## src/verilog/gtc_pkg.sv

```systemverilog
// Behaviour
// RULE1: Each count step comes from the core clock (timer) or from rising edges of an external count input (counter).
// RULE2: A 32-bit count advances once per full cycle of a programmable 32-bit prescaler.
// RULE3: Four 32-bit match values are each compared against the running count.
// RULE4: A match can leave the counter running and may raise an interrupt flag.
// RULE5: A match can halt the counter and may raise an interrupt flag.
// RULE6: A match can return the counter to zero and may raise an interrupt flag.
// RULE7: Each match value has a shadow copy so that new values reach a PWM channel only at a period boundary.
// RULE8: Each of four match outputs goes low, goes high, toggles or holds on its match.
// RULE9: A chosen edge on a capture input copies the count into that input's 32-bit capture register and may raise a flag.
// RULE10: Only the first two match channels can issue timed DMA request pulses.
// RULE11: A selected capture event can clear both counter and prescaler, for pulse width measurement.
// RULE12: Up to three match channels give single-edge PWM, with the resetting match setting the period.
// RULE13: The prescaler counts steps up to its terminal value, then restarts and advances the counter.
// RULE14: A match occurs when count equals a match value; enabled events set flags that software clears.
package gtc_pkg;

  localparam int GTC_MATCH_NUM = 4;
  localparam int GTC_CAP_NUM   = 4;
  localparam int GTC_DMA_NUM   = 2;
  localparam int GTC_PWM_NUM   = 3;
  localparam int GTC_FLAG_NUM  = GTC_MATCH_NUM + GTC_CAP_NUM;

  // match output actions
  localparam logic [1:0] GTC_ACT_NONE   = 2'h0;
  localparam logic [1:0] GTC_ACT_LOW    = 2'h1;
  localparam logic [1:0] GTC_ACT_HIGH   = 2'h2;
  localparam logic [1:0] GTC_ACT_TOGGLE = 2'h3;

  // values after reset and step size
  localparam logic [31:0] GTC_WORD_RST = 32'h0000_0000;
  localparam logic [31:0] GTC_STEP     = 32'h0000_0001;
  localparam logic [7:0]  GTC_FLAG_RST = 8'h00;

  typedef enum logic {
    GTC_STOPPED = 1'b0,
    GTC_RUNNING = 1'b1
  } gtc_run_t;

  typedef enum logic {
    GTC_SRC_TIMER   = 1'b0,
    GTC_SRC_COUNTER = 1'b1
  } gtc_src_t;

  typedef struct packed {
    logic       irq_en;
    logic       reset_en;
    logic       stop_en;
    logic       dma_en;
    logic       pwm_en;
    logic [1:0] ext_act;
  } gtc_mctl_t;

  typedef struct packed {
    logic rise;
    logic fall;
    logic irq_en;
  } gtc_ccfg_t;

  typedef struct packed {
    gtc_src_t   src;
    logic       cap_clear_en;
    logic [1:0] cap_clear_sel;
  } gtc_cfg_t;

endpackage : gtc_pkg

```

## src/verilog/gtc_timer.sv

```systemverilog
`timescale 1ns/1ps
module gtc_timer (
  // clock and reset
  input  logic                                        i_core_clk,
  input  logic                                        i_reset_n,
  // run control
  input  logic                                        i_start,
  input  logic                                        i_halt,
  input  logic                                        i_counter_reset,
  input  gtc_pkg::gtc_cfg_t                           i_cfg,
  input  logic [31:0]                                 i_prescale_max,
  input  logic                                        i_ext_count,
  // match channels
  input  logic [gtc_pkg::GTC_MATCH_NUM-1:0]           i_match_wr,
  input  logic [31:0]                                 i_match_data,
  input  gtc_pkg::gtc_mctl_t [gtc_pkg::GTC_MATCH_NUM-1:0] i_mctl,
  // capture channels
  input  logic [gtc_pkg::GTC_CAP_NUM-1:0]             i_cap,
  input  gtc_pkg::gtc_ccfg_t [gtc_pkg::GTC_CAP_NUM-1:0] i_cap_cfg,
  // status clear
  input  logic [gtc_pkg::GTC_FLAG_NUM-1:0]            i_flag_clr,
  // state and results
  output gtc_pkg::gtc_run_t                           o_run_state,
  output logic [31:0]                                 o_count,
  output logic [31:0]                                 o_prescale,
  output logic [gtc_pkg::GTC_CAP_NUM-1:0][31:0]       o_capture,
  output logic [gtc_pkg::GTC_FLAG_NUM-1:0]            o_flags,
  output logic [gtc_pkg::GTC_MATCH_NUM-1:0]           o_match_out,
  output logic [gtc_pkg::GTC_DMA_NUM-1:0]             o_dma_req
);
  import gtc_pkg::*;

  logic                     ext_prev;
  logic [GTC_CAP_NUM-1:0]   cap_prev;
  logic                     tick;
  logic                     term;
  logic                     any_reset;
  logic                     any_stop;
  logic                     cap_clear;
  logic [GTC_MATCH_NUM-1:0] match_hit;
  logic [GTC_MATCH_NUM-1:0] rst_hit;
  logic [GTC_MATCH_NUM-1:0] stop_hit;
  logic [GTC_MATCH_NUM-1:0] match_set;
  logic [GTC_CAP_NUM-1:0]   cap_edge;
  logic [GTC_CAP_NUM-1:0]   cap_set;

  // previous input levels for edge detection
  always_ff @(posedge i_core_clk or negedge i_reset_n) begin
    if (!i_reset_n) begin
      ext_prev <= 1'b0;
      cap_prev <= '0;
    end else begin
      ext_prev <= i_ext_count;
      cap_prev <= i_cap;
    end
  end

  // the external source counts rising edges only; it must stay below
  // half the core clock rate or edges are lost
  assign tick = (o_run_state == GTC_RUNNING) &
                ((i_cfg.src == GTC_SRC_TIMER) |
                 (i_ext_count & ~ext_prev)); // [RULE1]
  assign term = tick & (o_prescale == i_prescale_max); // [RULE13]
  assign any_reset = |rst_hit;
  assign any_stop  = |stop_hit;
  assign cap_clear = i_cfg.cap_clear_en &
                     cap_edge[i_cfg.cap_clear_sel]; // [RULE11]

  // prescaler and main counter
  always_ff @(posedge i_core_clk or negedge i_reset_n) begin
    if (!i_reset_n) begin
      o_prescale <= GTC_WORD_RST;
      o_count    <= GTC_WORD_RST;
    end else if (i_counter_reset | cap_clear) begin
      o_prescale <= GTC_WORD_RST; // [RULE11]
      o_count    <= GTC_WORD_RST;
    end else if (term) begin
      o_prescale <= GTC_WORD_RST; // [RULE13]
      if (any_reset) begin
        o_count <= GTC_WORD_RST; // [RULE6]
      end else if (!any_stop) begin
        o_count <= o_count + GTC_STEP; // [RULE2] [RULE4]
      end
    end else if (tick) begin
      o_prescale <= o_prescale + GTC_STEP; // [RULE13]
    end
  end

  // stop on match holds the count at the matching value unless a clear or a reset on match zeroes it in the same cycle
  always_ff @(posedge i_core_clk or negedge i_reset_n) begin
    if (!i_reset_n) begin
      o_run_state <= GTC_STOPPED;
    end else begin
      case (o_run_state)
        GTC_STOPPED: begin
          if (i_start) begin
            o_run_state <= GTC_RUNNING;
          end
        end
        GTC_RUNNING: begin
          if (i_halt | any_stop) begin
            o_run_state <= GTC_STOPPED; // [RULE5]
          end
        end
        default: begin
          o_run_state <= GTC_STOPPED;
        end
      endcase
    end
  end

  genvar i;
  generate
    for (i = 0; i < GTC_MATCH_NUM; i++) begin : g_match
      localparam logic PWM_OK = (i < GTC_PWM_NUM);
      logic [31:0] shadow;
      logic [31:0] active;
      logic        out_q;
      logic        pwm_on;

      assign pwm_on = i_mctl[i].pwm_en & PWM_OK; // [RULE12]

      always_ff @(posedge i_core_clk or negedge i_reset_n) begin
        if (!i_reset_n) begin
          shadow <= GTC_WORD_RST;
        end else if (i_match_wr[i]) begin
          shadow <= i_match_data; // [RULE7]
        end
      end

      // a pwm channel only picks up the shadow at the period reset,
      // so a mid-period write cannot cause a runt pulse
      always_ff @(posedge i_core_clk or negedge i_reset_n) begin
        if (!i_reset_n) begin
          active <= GTC_WORD_RST;
        end else if (!pwm_on && i_match_wr[i]) begin
          active <= i_match_data;
        end else if (pwm_on && any_reset) begin
          active <= shadow; // [RULE7]
        end
      end

      assign match_hit[i] = term & (o_count == active); // [RULE3] [RULE14]
      assign rst_hit[i]   = match_hit[i] & i_mctl[i].reset_en; // [RULE6]
      assign stop_hit[i]  = match_hit[i] & i_mctl[i].stop_en; // [RULE5]
      assign match_set[i] = match_hit[i] & i_mctl[i].irq_en; // [RULE4]

      always_ff @(posedge i_core_clk or negedge i_reset_n) begin
        if (!i_reset_n) begin
          out_q <= 1'b0;
        end else if (pwm_on) begin
          if (match_hit[i]) begin
            out_q <= 1'b1; // [RULE12]
          end else if (any_reset) begin
            out_q <= 1'b0;
          end
        end else if (match_hit[i]) begin
          case (i_mctl[i].ext_act)
            GTC_ACT_NONE:   out_q <= out_q; // [RULE8]
            GTC_ACT_LOW:    out_q <= 1'b0;
            GTC_ACT_HIGH:   out_q <= 1'b1;
            GTC_ACT_TOGGLE: out_q <= ~out_q;
            default:        out_q <= out_q;
          endcase
        end
      end
      assign o_match_out[i] = out_q;

      if (i < GTC_DMA_NUM) begin : g_dma
        logic dma_q;
        always_ff @(posedge i_core_clk or negedge i_reset_n) begin
          if (!i_reset_n) begin
            dma_q <= 1'b0;
          end else begin
            dma_q <= match_hit[i] & i_mctl[i].dma_en; // [RULE10]
          end
        end
        assign o_dma_req[i] = dma_q;
      end
    end

    for (i = 0; i < GTC_CAP_NUM; i++) begin : g_cap
      logic [31:0] cap_q;
      assign cap_edge[i] = (i_cap_cfg[i].rise & i_cap[i] & ~cap_prev[i]) |
                           (i_cap_cfg[i].fall & ~i_cap[i] & cap_prev[i]);
      assign cap_set[i]  = cap_edge[i] & i_cap_cfg[i].irq_en;

      // the value taken is the count before any clear in the same cycle
      always_ff @(posedge i_core_clk or negedge i_reset_n) begin
        if (!i_reset_n) begin
          cap_q <= GTC_WORD_RST;
        end else if (cap_edge[i]) begin
          cap_q <= o_count; // [RULE9]
        end
      end
      assign o_capture[i] = cap_q;
    end
  endgenerate

  // set wins over a clear in the same cycle
  always_ff @(posedge i_core_clk or negedge i_reset_n) begin
    if (!i_reset_n) begin
      o_flags <= GTC_FLAG_RST;
    end else begin
      o_flags <= (o_flags & ~i_flag_clr) | {cap_set, match_set}; // [RULE14]
    end
  end
endmodule : gtc_timer

```

## config.mk

```make
export PLATFORM = sky130hd
export DESIGN_NAME = gtc_timer
export DESIGN_NICKNAME = d
export VERILOG_FILES = /design/src/verilog/gtc_pkg.sv /design/src/verilog/gtc_timer.sv
export SDC_FILE = /design/constraint.sdc
export NUM_CORES = 1
export LEC_CHECK = 0
export BUFFER_PORTS_ARGS = -buffer_cell sky130_fd_sc_hd__buf_2
export CAP_MARGIN = 20
export CORE_MARGIN = 4
export CORE_UTILIZATION = 40
export CTS_CLUSTER_DIAMETER = 120
export DETAILED_ROUTE_END_ITERATION = 16
export GPL_ROUTABILITY_DRIVEN = 0
export PLACE_DENSITY = 0.63
export SYNTH_ARGS = -nofsm -noshare
export SYNTH_HDL_FRONTEND = slang
export SYNTH_SLANG_ARGS = --single-unit
```

## constraint.sdc

```tcl
create_clock -name i_core_clk -period 5.35 [get_ports i_core_clk]
set_clock_uncertainty 0.1 [all_clocks]
set_input_delay 1.07 -clock i_core_clk [delete_from_list [all_inputs] [get_ports i_core_clk]]
set_output_delay 1.07 -clock i_core_clk [all_outputs]
set_load 0.02 [all_outputs]
```

* Yosys cells after proc, flatten, opt, wreduce, memory -nomap -nowiden
Index checks and enable logic that the tools add are counted.
** Cells by class
- Add/sub/neg operators :: 2
- Magnitude comparators :: 1
- Eq/ne operators :: 21
- Multiplexer cells :: 32
- Bitwise logic cells :: 68
- Reduce and logical (&&, ||, !) cells :: 31
** Operators with widths (number)
- 32-bit two-way mux :: 13
- 32-bit == test :: 5
- 32-bit by 1-bit adder with 32-bit output (second input constant) :: 2
- 1-bit bitwise AND :: 42
- 2-bit nonzero test :: 10
- 2-bit == test (second input constant) :: 8
- 1-bit NOT :: 16
- 1-bit two-way mux :: 13
- 1-bit case mux with 3 select lines :: 4
- 3-bit AND reduction :: 3
- 8-bit bitwise AND :: 1
- 2-bit by 1-bit == test with 1-bit output (second input constant) :: 4
- 2-bit logical NOT :: 4
- 8-bit NOT :: 1
- 8-bit OR :: 1
- 4-bit OR reduction :: 2
- 1-bit OR :: 7
- 1-bit logical AND :: 6
- 2-bit != test (second input constant) :: 3
- 2-bit AND reduction :: 2
- 1-bit logical NOT :: 3
- 2-bit by 3-bit less-than comparator with 1-bit output (second input constant) :: 1
- 3-bit by 2-bit != test with 1-bit output (second input constant) :: 1
- 3-bit nonzero test :: 1
- 2 further kinds :: 2
** Storage, ports and cells
- Register bits after elaboration :: 436
- Word-level logic and storage cells :: 178

* Depth between registers and ports, before layout
Gate-level depths: netlist (run 1).
- Word-level depth :: 12
- Depth in mapped cells :: 11
- Gate-level depth less buffers :: 7

* Worst setup path after synthesis (run 1)
OpenSTA, ideal clock, no wires.
- Kind :: in2reg
- Start :: input i_prescale_max[29]
- End :: register o_count[11]
- Library setup time :: 0.078 ns
- Arrival :: 3.076 ns
- Setup slack :: 2.096 ns
- Stages :: 8
- Buffers on the path :: 1
- Cell sequence :: xor2_1 -> nor4_1 -> nand4_1 -> or3_4 -> buf_6 -> or4_1 -> or3_1 -> a21oi_1
** On the way
- Word-level cells in the longest chain between the ends :: 8
** RTL lines
- start, declared :: RTL line gtc_timer.sv:11 : input logic [31:0] i_prescale_max,
- 32-bit == test * :: RTL line gtc_timer.sv:63 : assign term = tick & (o_prescale == i_prescale_max);
- 1-bit bitwise AND * :: RTL line gtc_timer.sv:63
- 1-bit bitwise AND :: RTL line gtc_timer.sv:143 : assign match_hit[i] = term & (o_count == active);
- 1-bit bitwise AND :: RTL line gtc_timer.sv:144 : assign rst_hit[i] = match_hit[i] & i_mctl[i].reset_en;
- 4-bit OR reduction :: RTL line gtc_timer.sv:64 : assign any_reset = |rst_hit;
- 32-bit two-way mux :: RTL line gtc_timer.sv:79 : if (any_reset) begin
- 32-bit two-way mux :: RTL line gtc_timer.sv:77 : end else if (term) begin
- 32-bit two-way mux :: RTL line gtc_timer.sv:74 : end else if (i_counter_reset | cap_clear) begin
- end signal, assigned :: RTL line gtc_timer.sv:82 : o_count <= o_count + GTC_STEP;
- end, declared :: RTL line gtc_timer.sv:24 : output logic [31:0] o_count,
Mark *: on every way between the ends. The rest lies on a longest branch, timed or not. The select of a mux whose other input is x is not followed.
A chain may end at the register's enable or synchronous reset.

* Worst setup path after layout (run 1)
- Start :: register o_count[3]
- End :: register g_match[2].active[24]
** On the way
- Word-level cells in the longest chain between the ends :: 6
** RTL lines
- 32-bit == test :: RTL line gtc_timer.sv:143
- 1-bit bitwise AND :: RTL line gtc_timer.sv:143
- 1-bit bitwise AND :: RTL line gtc_timer.sv:144
- 4-bit OR reduction * :: RTL line gtc_timer.sv:64
- 1-bit logical AND * :: RTL line gtc_timer.sv:138 : end else if (pwm_on && any_reset) begin
- 2-bit nonzero test (no source line) *
- end signal, assigned :: RTL line gtc_timer.sv:137 : active <= i_match_data;
- end signal, assigned :: RTL line gtc_timer.sv:139 : active <= shadow;
- end, declared :: RTL line gtc_timer.sv:117 : logic [31:0] active;
Mark *: on every way between the ends. The rest lies on a longest branch, timed or not.

==> flow_summary.yaml, run 1 <==
status:
  outcome: "finished, final reports clean"
grt:
  grt_pass1_wl_um: 99900
  grt_max_degree: 124
  grt.total_usage_pct: 23.3
  antenna_found_initial: 6
  overflow: 0
  grt_pass1_vias: 15884
detailed_routing:
  dr.pass1.iters: 6
  drcViolationCount: 0
  antenna_left: 0
  wirelength_um: 66600
  vias_per_cell: 5.55
  drtIter0Drc: 1333
  routedWlPerCell_um: 23.3
  vias: 15837
clock_network:
  postCtsHoldBufs: 0
  root_buffer: "clkbuf_16"
  postCtsSetupBuffers: 0
  cts_sinks: 436
  clk_pin_slew_worst_paths_ns: 0.06
  cts_resized: 0
  htree_levels: 2
  cts_tree: "built"
  cts_buffers: 50
  clock_path_buffers: 3
  clock_latency_ns: 0.59
logic_synthesis:
  synth-compound-area-share_pct: 8.25
  ys_ff_latch: 436
  synth_top_area_share_pct: 52.8
  synth.most_common_cell: "dfrtp_1"
  yosysTopAreaCell: "dfrtp_1"
  ys_types: 47
  synthXorXnorAreaFrac_pct: 7.93
  synth-edff-count: 0
  synthSimpleGateAreaFrac_pct: 13.2
  syn_avg_cell_area_um2: 11.1
  synth_warnings: 0
  synth_mux_area_share_pct: 14.1
  synthAdderAreaFrac_pct: 0.121
  synth_common_cells: "dfrtp_1, mux2_2, xor2_1"
  synth_nets: 1992
  netlist_area_mm2: 0.0207
  async_flop_share_pct: 100
  synth_flop_cell: "dfrtp_1"
  synth.area.top_cells: "dfrtp_1, mux2_2, xor2_1, a21oi_1, o22ai_1"
  yosysSeqAreaShare_pct: 52.8
  synth_top_family_by_area: "multiplexers"
  syn-instance-count: 1860
floorplan:
  ios: 337
  num_rows: 83
  die_area_mm2: 0.0553
  start_util_pct: 40.3
  fp.dieW_um: 235
  core-area_mm2: 0.0512
  die_y_um: 235
timing:
  fin_crit_sh_pct: 81.4
  final_max_slew_viol_count: 0
  slew_headroom_pct: 28.9
  period_needed_ns: 4.35
  setup_tns_ns: 0
  holdWs_ns: 0.395
  rsz0062_at_grt: "no"
  worst_pin_slew_ns: 1.06
  max_freq_ghz: 0.230
  setup_viol_count_final: 0
  finalHoldViolCount: 0
setup_path:
  cp-end-kind: "flip-flop"
  critPathMaxFanout: 67
  r2r_slack_ns: 1.0
  critPathLaunchType: "flip-flop"
  required_ns: 5.70
  worstPathArrival_ns: 4.70
  path_class: "flip-flop to flip-flop"
power_and_ir_drop:
  powerDensity_mw_per_mm2: 318
  peakVddDrop_uv: 236
  p_leak_uw: 0.0115
final_layout:
  area_delta_synth_final_pct: 19.1
  drive_gt1_share_pct: 33.2
  fillCellCount: 4757
  seq_area_mm2: 0.0109
  final_util_pct: 48.0
  multi_input_area_mm2: 0.00908
  nets: 2268
placement:
  place.detailed.hpwl_um: 45700
  port_buffers: 333
flow_run:
  maxCapViolCount: 0
hold_path:
  hold_path.class: "flip-flop to flip-flop"
-- state kept, by name, indices dropped and copies added (netlist names) --
signal,count
g_cap.cap_q,128
g_match.active,128
g_match.shadow,96
o_count,32
o_prescale,32
o_flags,8
cap_prev,4
g_match.out_q,4
g_match.g_dma.dma_q,2
ext_prev,1
o_run_state,1
-- final timing paths --
| path | from | to | cells after the start |
|---|---|---|---|
| min reg2reg | g_match[0].shadow[20] | g_match[0].shadow[20] | 1 |
| min in group asynchronous | i_reset_n | g_cap[2].cap_q[24] | 1 |
| max | o_count[3] | g_match[2].active[24] | 9 |
| max in group asynchronous | i_reset_n | g_match[0].active[0] | 2 |
| max reg2reg | o_count[3] | g_match[2].active[24] | 9 |
| min | g_match[0].shadow[20] | g_match[0].shadow[20] | 1 |
-- kinds of logic (layout without fill, tap and decap cells) --
kind of cell             after synthesis  in the layout
AO/OA/AOI/OAI                        294            294
XOR/XNOR                             187            187
adder cells (fa/ha/maj)                2              2
buffers and inverters                172            487
flip-flops                           436            436
multiplexers                         257            257
other                                  0              1
AND/OR/NAND/NOR                      512            512
-- critical path, cell delays in order (launching register included) --
cell and delay [ns]:
dfrtp_1 0.86, xor2_1 0.16, nor4_1 0.67, nand4_1 0.57, nor3_1 0.56, o41ai_2 0.16, buf_4 0.31, buf_4 0.41
o22ai_1 0.26, a21oi_1 0.07
-- report_power, final --
group	internal (µW)	switching, µW	leakage, µW
Clock	2090	1360	0.000818
Sequential	3500	119	0.00550
Combinational	322	425	0.00523
Total	5910	1910	0.0115
-- final cells by class --
cell class	instances	area share (%)
clock buffers	77	6.03
diodes	1	0.0102
well taps	680	3.46
repair buffers	371	8.13
clock inverters	14	0.717
flip-flops and latches	436	44.4
multi-input cells	1252	36.9
inverters	25	0.382
-- per-stage QoR --
step / instance area (µm²) / std cells / setup WS [ns] / power [µW]
after detailed placement: 22900 / 2764 / 1.12 / 4430
after global routing: 24600 / 2855 / 0.791 / 8150
after floorplan: 20700 / 1860 / 2.10 / 4100
after CTS: 24600 / 2855 / 1.12 / 7910
after global placement: 22900 / 2764 / 1.14 / 4400
final: 24600 / 2856 / 0.998 / 7820
-- cells in the final DEF (no fill, tap or decap), types with 3 or more instances in the layout --
cell type  Yosys  final
o22ai_4        0      4
bufinv_16      0      4
o22ai_1      101     97
or4_1         22     22
clkinv_2       0      8
nor4_1        52     52
nand3_1       27     27
nor3_1        23     23
nor2_1       143    143
and3_1        15     15
nand4_1       18     18
nand2b_1     100    100
o21ai_0       27     27
buf_2         43    332
buf_4         10     35
nor2b_1       11      8
clkbuf_1      89     15
xnor2_1       25     25
a21oi_1      130    130
dfrtp_1      436    436
buf_12         0      3
xor2_1       162    162
a21o_1         3      3
mux2_2       256    256
nor3b_1        3      3
clkbuf_8       0     11
or3_1         24     24
clkbuf_16      0     51
inv_1         25     25
and2_1         5      5
nor4b_1        4      4
o31ai_1       21     21
nand2_1       55     55
-- routing by layer --
layer  vias up  part of all wire (%)  track usage (%)
met1      8007                    42             30.2
met5         -                 0.050                0
met4         6                   4.2             9.13
met2       590                    48             38.6
met3       138                   6.3             4.76
li1       7096                     -                -
Note: power is estimated with default switching activity, not from simulation.
==> run 2: changes to the inputs <==
- clock period: 5.35 -> 4.55 ns (I/O delays scaled with it)
==> run 2 against run 1 <==
Net effect: routed wire length shrank 0.23%; power grew 21%; count of clock-buffer cells in the layout shrank 6; sequential share of layout area shrank 0.49 points; fmax grew 18%; critical path depth shrank 1; largest power group is now clock; highest routed layer unchanged.
==> flow_summary.yaml, run 2 (same netlist as run 1, synthesis figures left out) <==
floorplan:
  start_util_pct: 40.3
  fp.dieW_um: 235
  num_rows: 83
  die_area_mm2: 0.0553
  ios: 337
  core-area_mm2: 0.0512
  die_y_um: 235
power_and_ir_drop:
  switchingPower_uw: 2250
  powerDensity_mw_per_mm2: 381
  comb_power_share_pct: 9.5
  clkPwrFrac_pct: 45.6
  internal-power_uw: 7220
  p_seq_share_pct: 44.9
  power.share.switching_pct: 23.8
  p_leak_uw: 0.0117
  power_uw: 9470
  peakVddDrop_uv: 278
grt:
  grt_pass1_vias: 15720
  grt.total_usage_pct: 23.3
  antenna_found_initial: 5
  overflow: 0
  grt_pass1_wl_um: 101000
  grt_max_degree: 117
timing:
  setup_tns_ns: 0
  period_needed_ns: 3.70
  worst_pin_slew_ns: 0.994
  slew_headroom_pct: 33.8
  fin_crit_sh_pct: 81.2
  max_freq_ghz: 0.271
  final_max_slew_viol_count: 0
  setup_viol_count_final: 0
  rsz0062_at_grt: "no"
  finalHoldViolCount: 0
setup_path:
  path_class: "flip-flop to flip-flop"
  critPathMaxFanout: 62
  required_ns: 4.95
  cp-end-kind: "flip-flop"
  critPathLaunchType: "flip-flop"
  reg2reg_depth: 8
  worstPathArrival_ns: 4.10
clock_network:
  clock_path_buffers: 3
  root_buffer: "clkbuf_16"
  cts_resized: 0
  cts_tree: "built"
  cts_sinks: 436
  cts_buffers: 48
  postCtsHoldBufs: 0
  clk_pin_slew_worst_paths_ns: 0.06
  clock_latency_ns: 0.60
  htree_levels: 2
  postCtsSetupBuffers: 0
placement:
  dp.cells: 2782
  port_buffers: 333
  place.detailed.hpwl_um: 46300
final_layout:
  area_delta_synth_final_pct: 20.4
  final_cell_mix: "dfrtp_1, buf_2, mux2_2"
  multi_input_area_mm2: 0.00908
  biggestRegsByFlops: "g_cap.cap_q: 128 flops, g_match.active: 128 flops, g_match.shadow: 96 flops"
  seq_area_mm2: 0.0109
  final_util_pct: 48.6
  layout_commonest_cell: "dfrtp_1"
  drive_gt1_share_pct: 34.0
  nets: 2284
  stdcell_count: 2870
  fillCellCount: 4648
detailed_routing:
  routedWlPerCell_um: 23.1
  drcViolationCount: 0
  vias: 15962
  drtIter0Drc: 1203
  antenna_left: 0
  vias_per_cell: 5.56
  dr.pass1.iters: 7
  wirelength_um: 66400
hold_path:
  hold_path.class: "input pin to async pin"
status:
  outcome: "finished, final reports clean"
flow_run:
  maxCapViolCount: 0
[run 2: routing by layer]
| metal | vias up | GRT usage (%) | wire [µm] |
|---|---|---|---|
| met5 | - | 0 | 56 |
| met4 | 8 | 7.31 | 2060 |
| met3 | 122 | 4.83 | 4500 |
| met2 | 566 | 38.9 | 32200 |
| met1 | 8156 | 30.9 | 27500 |
| li1 | 7110 | - | - |
[run 2: final cells by class]
| class | count | share of cell area [%] |
|---|---|---|
| antenna | 1 | 0.0101 |
| clock buffer | 71 | 5.87 |
| clock inverter | 16 | 1.27 |
| inverter | 25 | 0.377 |
| multi-input combinational | 1252 | 36.5 |
| sequential | 436 | 43.9 |
| tap | 680 | 3.42 |
| timing repair buffer | 389 | 8.68 |
[run 2: worst paths after layout]
path / start / endpoint / slack [ns]
worst max-delay path: o_count[23] / g_match[2].active[0] / 0.85
worst min-delay path: i_reset_n / g_cap[0].cap_q[24] / 0.35
worst max register to register: o_count[23] / g_match[2].active[0] / 0.85
worst min register to register: g_match[1].shadow[30] / g_match[1].shadow[30] / 0.40
max in group asynchronous: i_reset_n / g_match[1].active[13] / 2.99
min in group i_core_clk: i_ext_count / ext_prev / 0.37
[run 2: power by group through the flow]
stage / Combinational, µW / Sequential, µW / Clock [µW]
floorplan: 529 / 4290 / 0
global placement: 880 / 4310 / 0
detailed placement: 899 / 4320 / 0
CTS: 902 / 4250 / 4430
global route: 979 / 4280 / 4590
finish: 895 / 4250 / 4320
[run 2: worst max-delay path, stage by stage (launching register included)]
cell and delay, ns:
dfrtp_1 0.85, xor2_1 0.50, nor4_1 0.16, nand4_1 0.24, nor3_1 0.13, o41ai_2 0.58, buf_4 0.67, o22ai_1 0.20
a21oi_1 0.16
[run 2: per-stage QoR]
step           setup slack, ns  area (µm²)  hold WS [ns]
2_1_floorplan             1.46       20700         0.372
3_3_place_gp             0.961       23100         0.380
3_5_place_dp             0.897       23100         0.386
4_1_cts                  0.871       24900         0.333
5_1_grt                  0.774       24900         0.344
6_report                 0.853       24900         0.348
